**src/rtl/iors_pkg.sv**
```systemverilog
package iors_pkg;
  // word layout
  localparam int NUM_WORDS = 14;
  localparam int WORD_W = 16;
  localparam int PAYLOAD_W = 14;
  localparam int CHAN_W = 4;
  localparam int FRESH_BIT = 15;
  localparam int ALARM_BIT = 14;
  // register offsets of the output word set
  localparam logic [6:0] SUPPLY_VOLTAGE_SAMPLE = 7'h02;
  localparam logic [6:0] RATE_X_SAMPLE = 7'h04;
  localparam logic [6:0] RATE_Y_SAMPLE = 7'h06;
  localparam logic [6:0] RATE_Z_SAMPLE = 7'h08;
  localparam logic [6:0] ACCEL_X_SAMPLE = 7'h0a;
  localparam logic [6:0] ACCEL_Y_SAMPLE = 7'h0c;
  localparam logic [6:0] ACCEL_Z_SAMPLE = 7'h0e;
  localparam logic [6:0] FIELD_X_SAMPLE = 7'h10;
  localparam logic [6:0] FIELD_Y_SAMPLE = 7'h12;
  localparam logic [6:0] FIELD_Z_SAMPLE = 7'h14;
  localparam logic [6:0] PRESSURE_HIGH_WORD = 7'h16;
  localparam logic [6:0] PRESSURE_LOW_WORD = 7'h18;
  localparam logic [6:0] INTERNAL_TEMPERATURE_SAMPLE = 7'h1a;
  localparam logic [6:0] AUXILIARY_CONVERTER_SAMPLE = 7'h1c;
  localparam logic [6:0] FIRST_ADDR = SUPPLY_VOLTAGE_SAMPLE;
  localparam logic [6:0] LAST_ADDR = AUXILIARY_CONVERTER_SAMPLE;
  // serial command word fields
  localparam int ADDR_MSB = 14;
  localparam int ADDR_LSB = 8;
  localparam int WRITE_BIT = 15;
  localparam logic [15:0] BURST_CMD = 16'h4200;
  localparam logic [3:0] LAST_BIT = 4'hf;
  // reset values
  localparam logic [15:0] TX_RESET = 16'h0000;
  // timing
  localparam longint CLK_HZ = 125000000;
  localparam longint SAMPLE_RATE_MILLI_SPS = 819200;
  localparam longint SAMPLE_PERIOD_CYCLES = (CLK_HZ * 1000) / SAMPLE_RATE_MILLI_SPS;
  localparam longint DONE_PULSE_NS = 200;
  localparam longint DONE_PULSE_CYCLES = (DONE_PULSE_NS * CLK_HZ) / 1000000000;
  localparam int FIFO_DEPTH = 8;
  // one sample word from the sensor pipeline
  typedef struct packed {
    logic [CHAN_W-1:0] chan;
    logic alarm;
    logic [PAYLOAD_W-1:0] payload;
  } sample_type;
endpackage

```
**src/rtl/iors_output_regs.sv**
```systemverilog
// What this block does
// - fourteen read-only 16-bit words at even addresses 0x02 to 0x1C, latest samples.
// - bit 15 of each word reads one while the sample is new.
// - bit 14 of each word reads one while an error or alarm is active.
// - rate words at 0x04, 0x06, 0x08 carry 14-bit twos complement in 13:0.
// - rate scale is 0.05 deg/s per count at the documented range setting.
// - rate coding: -1 is 0x3FFF, +300 is 0x1770, -300 is 0x2890.
// - accel words at 0x0A, 0x0C, 0x0E, 14-bit twos complement, 3.333 mg per count.
// - accel coding: +18 g is 0x1519, -18 g is 0x2AE7, -1 is 0x3FFF.
// - field words at 0x10, 0x12, 0x14, 14-bit twos complement, 0.5 mgauss per count.
// - field coding: +2.5 gauss 0x1388, -2.5 gauss 0x2C78, -2 is 0x3FFE.
// - single read takes two 16-bit frames; address first, word returned second.
// - command 0x4200 starts a burst returning all words in ascending order.
// - words refresh at 819.2 samples per second; done pin pulses after each cycle.
`timescale 1ns/100ps

module iors_fifo #(
  parameter int WIDTH = 19,
  parameter int DEPTH = iors_pkg::FIFO_DEPTH
) (
  // clock and reset
  input wire logic clk,
  input wire logic rst_b,
  // fill side
  input wire logic inValid,
  input wire logic [WIDTH-1:0] inData,
  output logic inReady,
  // drain side
  output logic outValid,
  output logic [WIDTH-1:0] outData,
  input wire logic outReady
);
  localparam int AW = $clog2(DEPTH);
  localparam logic [AW:0] FULL_COUNT = (AW+1)'(DEPTH);
  logic [WIDTH-1:0] mem [DEPTH];
  logic [AW-1:0] wrPtr, rdPtr, next_wrPtr, next_rdPtr;
  logic [AW:0] count, next_count;
  logic next_inReady;
  logic push, pop;

  // pointer and fill level update
  always_comb begin
    push = inValid & inReady;
    pop = outValid & outReady;
    next_wrPtr = push ? wrPtr + 1'b1 : wrPtr;
    next_rdPtr = pop ? rdPtr + 1'b1 : rdPtr;
    next_count = count + (AW+1)'(push) - (AW+1)'(pop);
    next_inReady = next_count != FULL_COUNT;
  end

  always_ff @(posedge clk or negedge rst_b) begin
    if (!rst_b) begin
      wrPtr <= '0;
      rdPtr <= '0;
      count <= '0;
      inReady <= 1'b1;
    end else begin
      wrPtr <= next_wrPtr;
      rdPtr <= next_rdPtr;
      count <= next_count;
      inReady <= next_inReady;
    end
  end

  // storage, no reset needed
  always_ff @(posedge clk) begin
    if (push) begin
      mem[wrPtr] <= inData;
    end
  end

  assign outValid = count != '0;
  assign outData = mem[rdPtr];
endmodule

module iors_output_regs #(
  parameter longint SAMPLE_PERIOD_CYCLES = iors_pkg::SAMPLE_PERIOD_CYCLES
) (
  // clock and reset
  input wire logic clk,
  input wire logic rst_b,
  // serial link, mode 3, msb first
  input wire logic sclk,
  input wire logic chipSel_b,
  input wire logic din,
  output logic dout,
  output logic doutOe,
  // sensor pipeline
  output logic sampleStart,
  input wire logic sampleValid,
  input wire iors_pkg::sample_type sampleWord,
  output logic sampleReady,
  // sample cycle done pin
  output logic sampleDonePulsePin
);
  localparam int NW = iors_pkg::NUM_WORDS;

  // word index from a register address, and its validity
  function automatic logic addrValid(input logic [6:0] addr);
    return !addr[0] && addr >= iors_pkg::FIRST_ADDR && addr <= iors_pkg::LAST_ADDR;
  endfunction
  function automatic logic [3:0] addrIndex(input logic [6:0] addr);
    return addr[4:1] - 4'h1;
  endfunction

  // two-stage synchronisers for link pins
  logic sclkMeta, sclkSync, sclkLast, csMeta, csSync, dinMeta, dinSync;
  always_ff @(posedge clk or negedge rst_b) begin
    if (!rst_b) begin
      sclkMeta <= 1'b1;
      sclkSync <= 1'b1;
      sclkLast <= 1'b1;
      csMeta <= 1'b1;
      csSync <= 1'b1;
      dinMeta <= 1'b0;
      dinSync <= 1'b0;
    end else begin
      sclkMeta <= sclk;
      sclkSync <= sclkMeta;
      sclkLast <= sclkSync;
      csMeta <= chipSel_b;
      csSync <= csMeta;
      dinMeta <= din;
      dinSync <= dinMeta;
    end
  end

  logic sclkRise, sclkFall;
  assign sclkRise = sclkSync & ~sclkLast;
  assign sclkFall = ~sclkSync & sclkLast;

  // output word bank
  logic [NW-1:0] fresh, alarm, next_fresh, next_alarm;
  logic [iors_pkg::PAYLOAD_W-1:0] payload [NW];
  logic [iors_pkg::PAYLOAD_W-1:0] next_payload [NW];
  logic readStrobe;
  logic [3:0] readIdx;
  logic [15:0] readWord;
  assign readWord = {fresh[readIdx], alarm[readIdx], payload[readIdx]};

  // serial engine state
  logic [3:0] bitCount, next_bitCount;
  logic [15:0] rxShift, next_rxShift, txShift, next_txShift, rxWord;
  logic next_dout, burst, next_burst, frameDone;
  logic [4:0] burstIdx, next_burstIdx;

  // shift in on rising sclk, out on falling sclk, decode at frame end
  always_comb begin
    next_bitCount = bitCount;
    next_rxShift = rxShift;
    next_txShift = txShift;
    next_dout = dout;
    next_burst = burst;
    next_burstIdx = burstIdx;
    readStrobe = 1'b0;
    readIdx = 4'h0;
    rxWord = {rxShift[14:0], dinSync};
    frameDone = 1'b0;
    if (csSync) begin
      next_bitCount = 4'h0;
      next_burst = 1'b0;
    end else begin
      if (sclkFall) begin
        next_dout = txShift[15];
        next_txShift = {txShift[14:0], 1'b0};
      end
      if (sclkRise) begin
        next_rxShift = rxWord;
        if (bitCount == iors_pkg::LAST_BIT) begin
          frameDone = 1'b1;
          next_bitCount = 4'h0;
          if (burst) begin
            if (burstIdx < 5'(NW)) begin
              readStrobe = 1'b1;
              readIdx = burstIdx[3:0];
              next_txShift = readWord;
              next_burstIdx = burstIdx + 5'h01;
            end else begin
              next_burst = 1'b0;
              next_txShift = iors_pkg::TX_RESET;
            end
          end else if (rxWord == iors_pkg::BURST_CMD) begin
            readStrobe = 1'b1;
            readIdx = 4'h0;
            next_txShift = readWord;
            next_burst = 1'b1;
            next_burstIdx = 5'h01;
          end else if (!rxWord[iors_pkg::WRITE_BIT] &&
                       addrValid(rxWord[iors_pkg::ADDR_MSB:iors_pkg::ADDR_LSB])) begin
            readStrobe = 1'b1;
            readIdx = addrIndex(rxWord[iors_pkg::ADDR_MSB:iors_pkg::ADDR_LSB]);
            next_txShift = readWord;
          end else begin
            next_txShift = iors_pkg::TX_RESET;
          end
        end else begin
          next_bitCount = bitCount + 4'h1;
        end
      end
    end
  end

  always_ff @(posedge clk or negedge rst_b) begin
    if (!rst_b) begin
      bitCount <= 4'h0;
      rxShift <= 16'h0000;
      txShift <= iors_pkg::TX_RESET;
      dout <= 1'b0;
      doutOe <= 1'b0;
      burst <= 1'b0;
      burstIdx <= 5'h00;
    end else begin
      bitCount <= next_bitCount;
      rxShift <= next_rxShift;
      txShift <= next_txShift;
      dout <= next_dout;
      doutOe <= ~csSync;
      burst <= next_burst;
      burstIdx <= next_burstIdx;
    end
  end

  // sample fifo between the sensor pipeline and the bank
  iors_pkg::sample_type drainWord;
  logic drainValid, drainReady, drainFire;
  logic [3:0] drainChan;
  logic drainAlarm;
  logic [iors_pkg::PAYLOAD_W-1:0] drainPayload;
  assign drainReady = ~readStrobe; // a read strobe holds the bank still for its one cycle
  assign drainFire = drainValid & drainReady;
  assign drainChan = drainWord.chan;
  assign drainAlarm = drainWord.alarm;
  assign drainPayload = drainWord.payload;

  iors_fifo #(
    .WIDTH($bits(iors_pkg::sample_type)),
    .DEPTH(iors_pkg::FIFO_DEPTH)
  ) sampleFifo (
    .clk(clk),
    .rst_b(rst_b),
    .inValid(sampleValid),
    .inData(sampleWord),
    .inReady(sampleReady),
    .outValid(drainValid),
    .outData(drainWord),
    .outReady(drainReady)
  );

  // bank update: read clears fresh, a new sample sets it and wins
  always_comb begin
    next_fresh = fresh;
    next_alarm = alarm;
    next_payload = payload;
    if (readStrobe) begin
      next_fresh[readIdx] = 1'b0;
    end
    if (drainFire && drainChan < 4'(NW)) begin
      next_fresh[drainChan] = 1'b1;
      next_alarm[drainChan] = drainAlarm;
      next_payload[drainChan] = drainPayload;
    end
  end

  always_ff @(posedge clk or negedge rst_b) begin
    if (!rst_b) begin
      fresh <= '0;
      alarm <= '0;
      for (int i = 0; i < NW; i++) begin
        payload[i] <= '0;
      end
    end else begin
      fresh <= next_fresh;
      alarm <= next_alarm;
      payload <= next_payload;
    end
  end

  // sample period timer and done pulse
  logic [31:0] periodCount, next_periodCount;
  logic [15:0] doneCount, next_doneCount;
  logic next_sampleStart;
  always_comb begin
    next_sampleStart = 1'b0;
    next_periodCount = periodCount + 32'h1;
    if (periodCount >= 32'(SAMPLE_PERIOD_CYCLES - 1)) begin
      next_periodCount = 32'h0;
      next_sampleStart = 1'b1;
    end
    next_doneCount = (doneCount != 16'h0) ? doneCount - 16'h1 : 16'h0;
    if (drainFire && drainChan == 4'(NW - 1)) begin
      next_doneCount = 16'(iors_pkg::DONE_PULSE_CYCLES);
    end
  end

  always_ff @(posedge clk or negedge rst_b) begin
    if (!rst_b) begin
      periodCount <= 32'h0;
      doneCount <= 16'h0;
      sampleStart <= 1'b0;
      sampleDonePulsePin <= 1'b0;
    end else begin
      periodCount <= next_periodCount;
      doneCount <= next_doneCount;
      sampleStart <= next_sampleStart;
      sampleDonePulsePin <= next_doneCount != 16'h0;
    end
  end

  // checks
  AST_FRESH_SET: assert property (@(posedge clk) disable iff (!rst_b)
    drainFire && drainChan < 4'(NW) |=> fresh[$past(drainChan)])
    else $error("fresh flag not set by new sample");
  AST_FRESH_CLEAR: assert property (@(posedge clk) disable iff (!rst_b)
    readStrobe && !(drainFire && drainChan == readIdx) |=> !fresh[$past(readIdx)])
    else $error("fresh flag not cleared by read");
  AST_ALARM_LOAD: assert property (@(posedge clk) disable iff (!rst_b)
    drainFire && drainChan < 4'(NW) |=> alarm[$past(drainChan)] == $past(drainAlarm))
    else $error("alarm flag not loaded with sample");
  AST_PAYLOAD_LOAD: assert property (@(posedge clk) disable iff (!rst_b)
    drainFire && drainChan < 4'(NW) |=> payload[$past(drainChan)] == $past(drainPayload))
    else $error("payload not loaded");
  AST_READ_WORD: assert property (@(posedge clk) disable iff (!rst_b)
    readStrobe |=> txShift == $past(readWord))
    else $error("read word not loaded whole");
  AST_BURST_START: assert property (@(posedge clk) disable iff (!rst_b)
    frameDone && !burst && rxWord == iors_pkg::BURST_CMD |=> burst && burstIdx == 5'h01)
    else $error("burst not started");
  AST_BAD_ADDR: assert property (@(posedge clk) disable iff (!rst_b)
    frameDone && !burst && rxWord != iors_pkg::BURST_CMD && !readStrobe |=> txShift == 16'h0000)
    else $error("unmapped address did not return zero");
  AST_DOUT_MSB: assert property (@(posedge clk) disable iff (!rst_b)
    sclkFall && !csSync |=> dout == $past(txShift[15]))
    else $error("dout not msb of shifter");
  AST_DONE_PULSE: assert property (@(posedge clk) disable iff (!rst_b)
    drainFire && drainChan == 4'(NW - 1) |=> sampleDonePulsePin [*8])
    else $error("done pulse too short");
  COV_BURST: cover property (@(posedge clk) disable iff (!rst_b) burst && frameDone);
  COV_SINGLE: cover property (@(posedge clk) disable iff (!rst_b) readStrobe && !burst);
  COV_FIFO_FULL: cover property (@(posedge clk) disable iff (!rst_b) !sampleReady);
  COV_SET_AND_CLEAR: cover property (@(posedge clk) disable iff (!rst_b)
    readStrobe && drainValid);
endmodule

```
**config.mk**
```make
export PLATFORM = sky130hd
export DESIGN_NAME = iors_output_regs
export DESIGN_NICKNAME = d
export VERILOG_FILES = /design/src/rtl/iors_pkg.sv /design/src/rtl/iors_output_regs.sv
export SDC_FILE = /design/constraint.sdc
export NUM_CORES = 1
export LEC_CHECK = 0
export BUFFER_PORTS_ARGS = -buffer_cell sky130_fd_sc_hd__buf_2
export CORE_MARGIN = 3
export CORE_UTILIZATION = 35
export DETAILED_ROUTE_END_ITERATION = 8
export PLACE_DENSITY = 0.52
export SLEW_MARGIN = 10
export SYNTH_ARGS = -nofsm -noshare
export SYNTH_HDL_FRONTEND = slang
export SYNTH_SLANG_ARGS = --single-unit
```
**constraint.sdc**
```tcl
create_clock -name clk -period 5.9 [get_ports clk]
set_input_delay 0 -clock clk [delete_from_list [all_inputs] [get_ports clk]]
set_output_delay 0 -clock clk [all_outputs]
set_load 0.05 [all_outputs]
```
==> flow_metrics.py, run 1 <==
metrics = {
    "outcome": {
        "status": "completed",
    },
    "timing": {
        "layout_worst_path_cycle_share": 0.6676,
        "drv_slew": 0,
        "timing.slew.headroom": 0.2586,
        "fin_crit_ps": 3939,
        "tns_ps": 0,
        "fin_hold_ws_ps": 53.34,
        "setup_viol": 0,
        "finalHoldViolCount": 0,
        "fmax_mhz": 253.9,
        "skew_ps": 22.12,
        "rsz0062_at_grt": "no",
        "worst_pin_slew_ps": 1106,
    },
    "clocking": {
        "cts_resized": 0,
        "cts_tree": "built",
        "hold_buffers": 26,
        "cts_inserted_buffers": 52,
        "clock_latency_ps": 600,
        "path_clk_slew_ps": 60,
        "cts.path.max_buffers": 3,
        "h-tree-depth": 2,
        "cts.sinks": 487,
        "root_buffer": "clkbuf_16",
        "post_cts_buffers": 0,
    },
    "critical_path": {
        "cp_cell_sequence": "inv_1 > ha_1 > or3b_4 > o2111ai_1 > o211ai_2 > nand2_4 > and2_1 > ha_1 > inv_1 > ha_1 > inv_1 > fa_1 > inv_1 > or4b_2",
        "path_max_fanout": 9,
        "required_ps": 6410,
        "cp.arrival_ps": 4450,
        "reg2regPathDepth": 14,
        "path_depth": 14,
        "cp_slowest_stage_delay_ps": 660,
        "critPathCaptureType": "register",
        "cpLargestDelayFamily": "simple AND/OR/NAND/NOR gates",
        "crit-reg2reg-launch": "rxShift[8]",
        "cp_common_cell": "inv_1",
        "r2r_end": "sampleFifo.inReady",
        "path_class": "reg2reg",
        "worst_path_max_delay_cell": "or4b_2",
        "crit_buf_inv": 4,
        "r2r_slack_ps": 1960,
        "cp-start-kind": "register",
    },
    "synthesis": {
        "yosys.area.top_type": "dfrtp_1",
        "syn_inst": 1529,
        "synth_edf_count": 152,
        "ys_ff_latch": 487,
        "yosysWarningCount": 0,
        "netlist_area_mm2": 0.02159,
        "ys_seq_area_frac": 0.5999,
        "synth_cell_type_count": 90,
        "synthArstFlopShare": 0.6879,
        "dominantRegCellSynth": "dfrtp_1",
        "ys_top_cells_by_area": "dfrtp_1 (38%), edfxtp_1 (21%), mux2_2 (10%)",
        "synth_top_area_frac": 0.3813,
        "syn_area_per_cell_um2": 14.12,
    },
    "layout": {
        "fin_nets": 1637,
        "final_area_mm2": 0.02463,
        "antenna_cells": 0,
        "drive_above_1_share": 0.2965,
        "area_delta_synth_final_pct": 14.06,
        "num-fill-cells": 5575,
        "finish.utilization": 0.4058,
    },
    "power": {
        "cellLeakagePower_nw": 9.858,
        "power_density_mw_per_mm2": 535.4,
        "irDropWorstVdd_v": 0.0003190,
        "power.total_w": 0.01319,
    },
    "global_routing": {
        "grt_pass1_vias": 13450,
        "antenna_found_initial": 0,
        "track_usage": 0.1678,
        "grt_max_degree": 135,
        "grt_pass1_wl_mm": 82.61,
        "overflow": 0,
    },
    "floorplanning": {
        "die_w_um": 254.4,
        "coreArea_mm2": 0.06070,
        "die_area_mm2": 0.06471,
        "die_y_um": 254.4,
        "start_util": 0.3558,
        "fp-row-count": 90,
        "io_pins": 30,
    },
    "drt": {
        "drt_iter0_drc": 897,
        "vias": 13000,
        "drt-vias-per-instance": 5.370,
        "wl_per_cell_um": 22.05,
        "dr.pass1.iters": 5,
        "wl_mm": 53.37,
        "drc": 0,
        "ant_nets": 0,
    },
    "place": {
        "portBuffers": 29,
        "placed_area_mm2": 0.02256,
        "detailedPlacementHpwl_mm": 32.49,
        "gp_congestion": 0.8120,
    },
    "worst_hold_path": {
        "hp-class": "in2reg",
        "holdPathEnd": "dinMeta",
        "hp-start": "din",
        "min_path_cells": 2,
    },
    "job": {
        "drv_cap": 0,
    },
}
[cell type report]
type | instances | area (um2) | share of cell area
Clock buffer | 73 | 1534 | 0.06228
Clock inverter | 24 | 254.0 | 0.01031
Inverter | 20 | 75.07 | 0.003048
Multi-Input combinational cell | 955 | 8199 | 0.3329
Sequential cell | 487 | 12960 | 0.5260
Tap cell | 782 | 978.4 | 0.03973
Timing Repair Buffer | 80 | 633.1 | 0.02570
[power by group]
part	switching, W	internal, W
Sequential	0.000611	0.00458
Clock	0.00137	0.00203
Combinational	0.00245	0.00216
[worst reg2reg max path, stage by stage (launching register included)]
cell and delay, ps:
dfrtp_1 450, inv_1 130, ha_1 190, or3b_4 410
o2111ai_1 290, o211ai_2 210, nand2_4 220, and2_1 250
ha_1 260, inv_1 60, ha_1 150, inv_1 50
fa_1 490, inv_1 50, or4b_2 660
[routing by layer]
metal | global-route usage | share of wire
met1 | 0.2366 | 0.47
met2 | 0.2679 | 0.46
met3 | 0.02988 | 0.047
met4 | 0.04587 | 0.021
met5 | 0 | 0
[worst max path at each step]
stage,from,end
3_3_place_gp,rxShift[8],sampleFifo.inReady
4_1_cts,rxShift[8],sampleFifo.inReady
3_5_place_dp,rxShift[8],sampleFifo.inReady
6_report,rxShift[8],sampleFifo.inReady
5_1_grt,rxShift[8],sampleFifo.inReady
2_1_floorplan,rxShift[8],sampleFifo.inReady
[placed cells by master (no fill, tap or decap), types with 15 or more instances in the layout]
master,count
xnor2_1,18
o22ai_1,41
a21oi_1,27
clkbuf_16,55
o21ai_0,53
xor2_1,21
mux2_2,196
dfrtp_1,328
buf_2,28
nand2_1,80
mux2_4,54
dlygate4sd3_1,25
ha_1,15
nand3_1,28
edfxtp_1,152
nor2_1,94
nor3_1,30
buf_4,24
inv_1,20
and3_1,15
mux4_2,38
[sequential cells by signal, summed over array words and instances (netlist names), 3 cells and up]
| name | flops |
|---|---|
| sampleFifo.count | 4 |
| bitCount | 4 |
| txShift | 16 |
| alarm | 14 |
| sampleFifo.rdPtr | 3 |
| periodCount | 32 |
| fresh | 14 |
| burstIdx | 5 |
| doneCount | 16 |
| payload | 196 |
| rxShift | 15 |
| sampleFifo.mem | 152 |
| sampleFifo.wrPtr | 3 |
[kinds of logic (layout without fill, tap and decap cells)]
family                     after synthesis  count (layout)  synth area share
other                                    1              14         0.0001737
and+or+nand+nor                        350             350           0.08772
adders and majority gates               16              16          0.009618
muxes                                  307             307            0.1888
DFF                                    487             487            0.5999
buffers and inverters                  100             197           0.02433
xor gates and xnor gates                39              39           0.01582
AOI/OAI and AO/OA                      229             229           0.07364
[per-stage QoR]
step,worst slack (ps),cells
after global routing,1803,2421
after floorplan,2238,1542
after global placement,2022,2298
after detailed placement,1947,2298
final,1961,2421
after CTS,1984,2421
[Yosys cell counts, types with 7 or more instances]
| library cell | instances |
|---|---|
| dfrtp_1 | 329 |
| mux2_2 | 196 |
| edfxtp_1 | 152 |
| nor2_1 | 100 |
| nand2_1 | 80 |
| mux2_4 | 54 |
| o21ai_0 | 53 |
| o22ai_1 | 41 |
| clkbuf_1 | 38 |
| mux4_2 | 38 |
| nor3_1 | 32 |
| nand3_1 | 28 |
| a21oi_1 | 27 |
| buf_2 | 21 |
| xor2_1 | 21 |
| inv_1 | 20 |
| xnor2_1 | 18 |
| buf_6 | 16 |
| and3_1 | 15 |
| ha_1 | 15 |
| nand4_1 | 14 |
| o32ai_1 | 14 |
| nand2_4 | 13 |
| mux2_1 | 10 |
| nor4_1 | 10 |
| o311ai_0 | 10 |
| mux2i_1 | 9 |
| or4_1 | 9 |
| a21o_1 | 7 |
| a31oi_1 | 7 |
Power figures use the tool's default switching activity.
==> run 2: changes to the inputs <==
ABC_AREA = 1   (was not set)
PLACE_DENSITY = 0.54   (was 0.52)
clock period = 3.5 ns   (was 5.9 ns; I/O delays follow)
==> flow_metrics.py, run 2 <==
metrics = {
    "layout": {
        "stdcell_count": 3200,
        "final_cell_mix": "nand2_1 (553), o21ai_0 (363), dfrtp_1 (328)",
        "finish.utilization": 0.4108,
        "fin_nets": 2424,
        "antenna_cells": 0,
        "largestRegisters": "payload x196, sampleFifo.mem x152, periodCount x32",
        "largest_register": "payload",
        "largest_reg_flops": 196,
        "area_delta_synth_final_pct": 15.03,
        "num-fill-cells": 5757,
        "drive_above_1_share": 0.09312,
        "layout_commonest_cell": "nand2_1",
    },
    "synthesis": {
        "yosys.area.top_type": "dfrtp_1",
        "synth_top_area_frac": 0.3869,
        "ys_seq_area_frac": 0.6089,
        "dominantRegCellSynth": "dfrtp_1",
        "synth_edf_count": 152,
        "syn_area_per_cell_um2": 9.151,
        "synth_cell_type_count": 50,
        "ys_top_cells_by_area": "dfrtp_1 (39%), edfxtp_1 (21%), nand2_1 (9.8%)",
        "syn_inst": 2325,
        "ys_ff_latch": 487,
        "netlist_area_mm2": 0.02128,
        "synthArstFlopShare": 0.6879,
        "synth_most_common_cell": "nand2_1",
        "yosysWarningCount": 0,
        "synth_commonest_cells": "nand2_1 (553), o21ai_0 (363), dfrtp_1 (329), nor2_1 (231), inv_1 (228)",
    },
    "timing": {
        "finalHoldViolCount": 0,
        "skew_ps": 28.91,
        "worst_pin_slew_ps": 880.1,
        "layout_worst_path_cycle_share": 0.9122,
        "timing.slew.headroom": 0.4133,
        "setup_viol": 0,
        "fmax_mhz": 313.2,
        "fin_crit_ps": 3193,
        "rsz0062_at_grt": "no",
        "fin_hold_ws_ps": 29.57,
        "drv_slew": 0,
    },
    "clocking": {
        "cts_inserted_buffers": 54,
        "cts.path.max_buffers": 3,
        "cts_resized": 0,
        "clock_latency_ps": 620,
        "path_clk_slew_ps": 60,
        "h-tree-depth": 2,
        "cts_tree": "built",
        "cts.sinks": 487,
        "root_buffer": "clkbuf_16",
    },
    "floorplanning": {
        "start_util": 0.3571,
        "fp-row-count": 89,
        "coreArea_mm2": 0.05958,
        "die_w_um": 252.6,
        "io_pins": 30,
        "die_y_um": 252.6,
        "die_area_mm2": 0.06378,
    },
    "global_routing": {
        "grt_pass1_vias": 15630,
        "antenna_found_initial": 0,
        "grt_pass1_wl_mm": 88.78,
        "track_usage": 0.1760,
        "grt_max_degree": 104,
        "overflow": 0,
    },
    "drt": {
        "dr.pass1.iters": 5,
        "vias": 15810,
        "drt-vias-per-instance": 4.941,
        "ant_nets": 0,
        "wl_mm": 55.21,
        "wl_per_cell_um": 17.25,
        "drt_iter0_drc": 1385,
        "drc": 0,
    },
    "power": {
        "irDropWorstVdd_v": 0.0005093,
        "pwr-share-comb": 0.320,
        "p_sw_frac": 0.3784,
        "clockPowerShare": 0.279,
        "cellLeakagePower_nw": 10.58,
        "intPower_w": 0.01263,
        "power_density_mw_per_mm2": 830.4,
        "p_sw_w": 0.007690,
        "p_seq_frac": 0.402,
    },
    "critical_path": {
        "cp.arrival_ps": 3740,
        "crit-reg2reg-launch": "rxShift[8]",
        "path_class": "reg2reg",
        "reg2regPathDepth": 19,
        "path_max_fanout": 6,
        "r2r_end": "sampleFifo.inReady",
        "r2r_slack_ps": 310,
        "required_ps": 4040,
        "cp-start-kind": "register",
        "critPathCaptureType": "register",
    },
    "place": {
        "dp_cells": 3072,
        "portBuffers": 29,
        "detailedPlacementHpwl_mm": 31.65,
        "gp_congestion": 0.8032,
    },
    "worst_hold_path": {
        "hp-class": "in2async",
    },
    "job": {
        "drv_cap": 0,
    },
    "outcome": {
        "status": "completed",
    },
}
-- run 2: changes by cell type after synthesis, sizes merged, moves of 31 or more --
cell / delta
nand3: +35
mux2: -260
inv: +214
clkbuf: +31
nor2: +130
nand2: +461
o21ai: +331
mux4: -38
-- run 2: cell families (layout without fill, tap and decap cells) --
group	after synthesis	after routing	synth area share
simple gates	952	952	0.1834
buf+inv	354	443	0.06622
flops	487	487	0.6089
compound gates	494	494	0.1229
other cells	1	14	0.0001762
xor+xnor	21	21	0.008645
fa+ha+maj	16	16	0.009762
-- run 2: how the worst max path moves through the flow --
stage,startpoint,endpoint,slack (ps),depth (start not counted)
floorplan,rxShift[8],sampleFifo.inReady,550,20
global placement,rxShift[8],sampleFifo.inReady,120,18
detailed placement,rxShift[8],sampleFifo.inReady,-9,18
CTS,rxShift[8],sampleFifo.inReady,310,19
global route,rxShift[8],sampleFifo.inReady,30,19
finish,rxShift[8],sampleFifo.inReady,310,19
-- run 2: per-layer routing --
metal | global-route usage | vias up | wire length, um
met1 | 0.2380 | 7727 | 25530
met4 | 0.04598 | 0 | 1244
met3 | 0.02809 | 77 | 2423
met2 | 0.2959 | 297 | 26010
li1 | - | 7710 | -
met5 | 0 | - | 0
-- run 2: area by class of cell --
| class | instances | area, um2 | area share |
|---|---|---|---|
| flip-flops and latches | 487 | 12960 | 0.5294 |
| multi-input cells | 1497 | 6982 | 0.2853 |
| clock buffers | 77 | 1598 | 0.06529 |
| inverters | 235 | 882.1 | 0.03604 |
| clock inverters | 23 | 197.7 | 0.008078 |
| repair buffers | 108 | 890.9 | 0.03640 |
| well taps | 773 | 967.2 | 0.03952 |
-- run 2: critical path: stages, from the launching register on --
cell	delay [ps]
dfrtp_1	380
inv_1	160
ha_1	180
inv_1	40
nand2_1	40
nor2_1	40
nor2_1	150
nand2_1	120
o211ai_1	250
nand2_1	210
inv_2	140
a31oi_4	50
ha_1	310
inv_1	60
ha_1	160
inv_1	60
fa_1	480
inv_1	50
nor3_1	170
nand2_1	70
-- run 2: what timing repair did --
item,in CTS,in global routing
endpoints found under the hold margin,255,0
hold buffers,27,0
buffers inserted,1,0
setup endpoints to repair,1,0
-- run 2: per-stage QoR --
step | total power, W | area (um2) | TNS (ps) | setup slack, ps
3_5_place_dp | 0.01475 | 22400 | -9.394 | -9.394
3_3_place_gp | 0.01456 | 22400 | 0 | 117.4
5_1_grt | 0.02185 | 24470 | 0 | 26.97
2_1_floorplan | 0.01259 | 21330 | 0 | 548.2
4_1_cts | 0.02052 | 24470 | 0 | 305.9
6_report | 0.02032 | 24470 | 0 | 307.3
-- run 2: power groups by stage --
stage	Sequential [W]	Combinational, W	Clock (W)
2_1_floorplan	0.00805	0.00454	0
3_3_place_gp	0.00820	0.00636	0
3_5_place_dp	0.00824	0.00650	0
4_1_cts	0.00815	0.00655	0.00582
5_1_grt	0.00834	0.00743	0.00607
6_report	0.00816	0.00650	0.00566
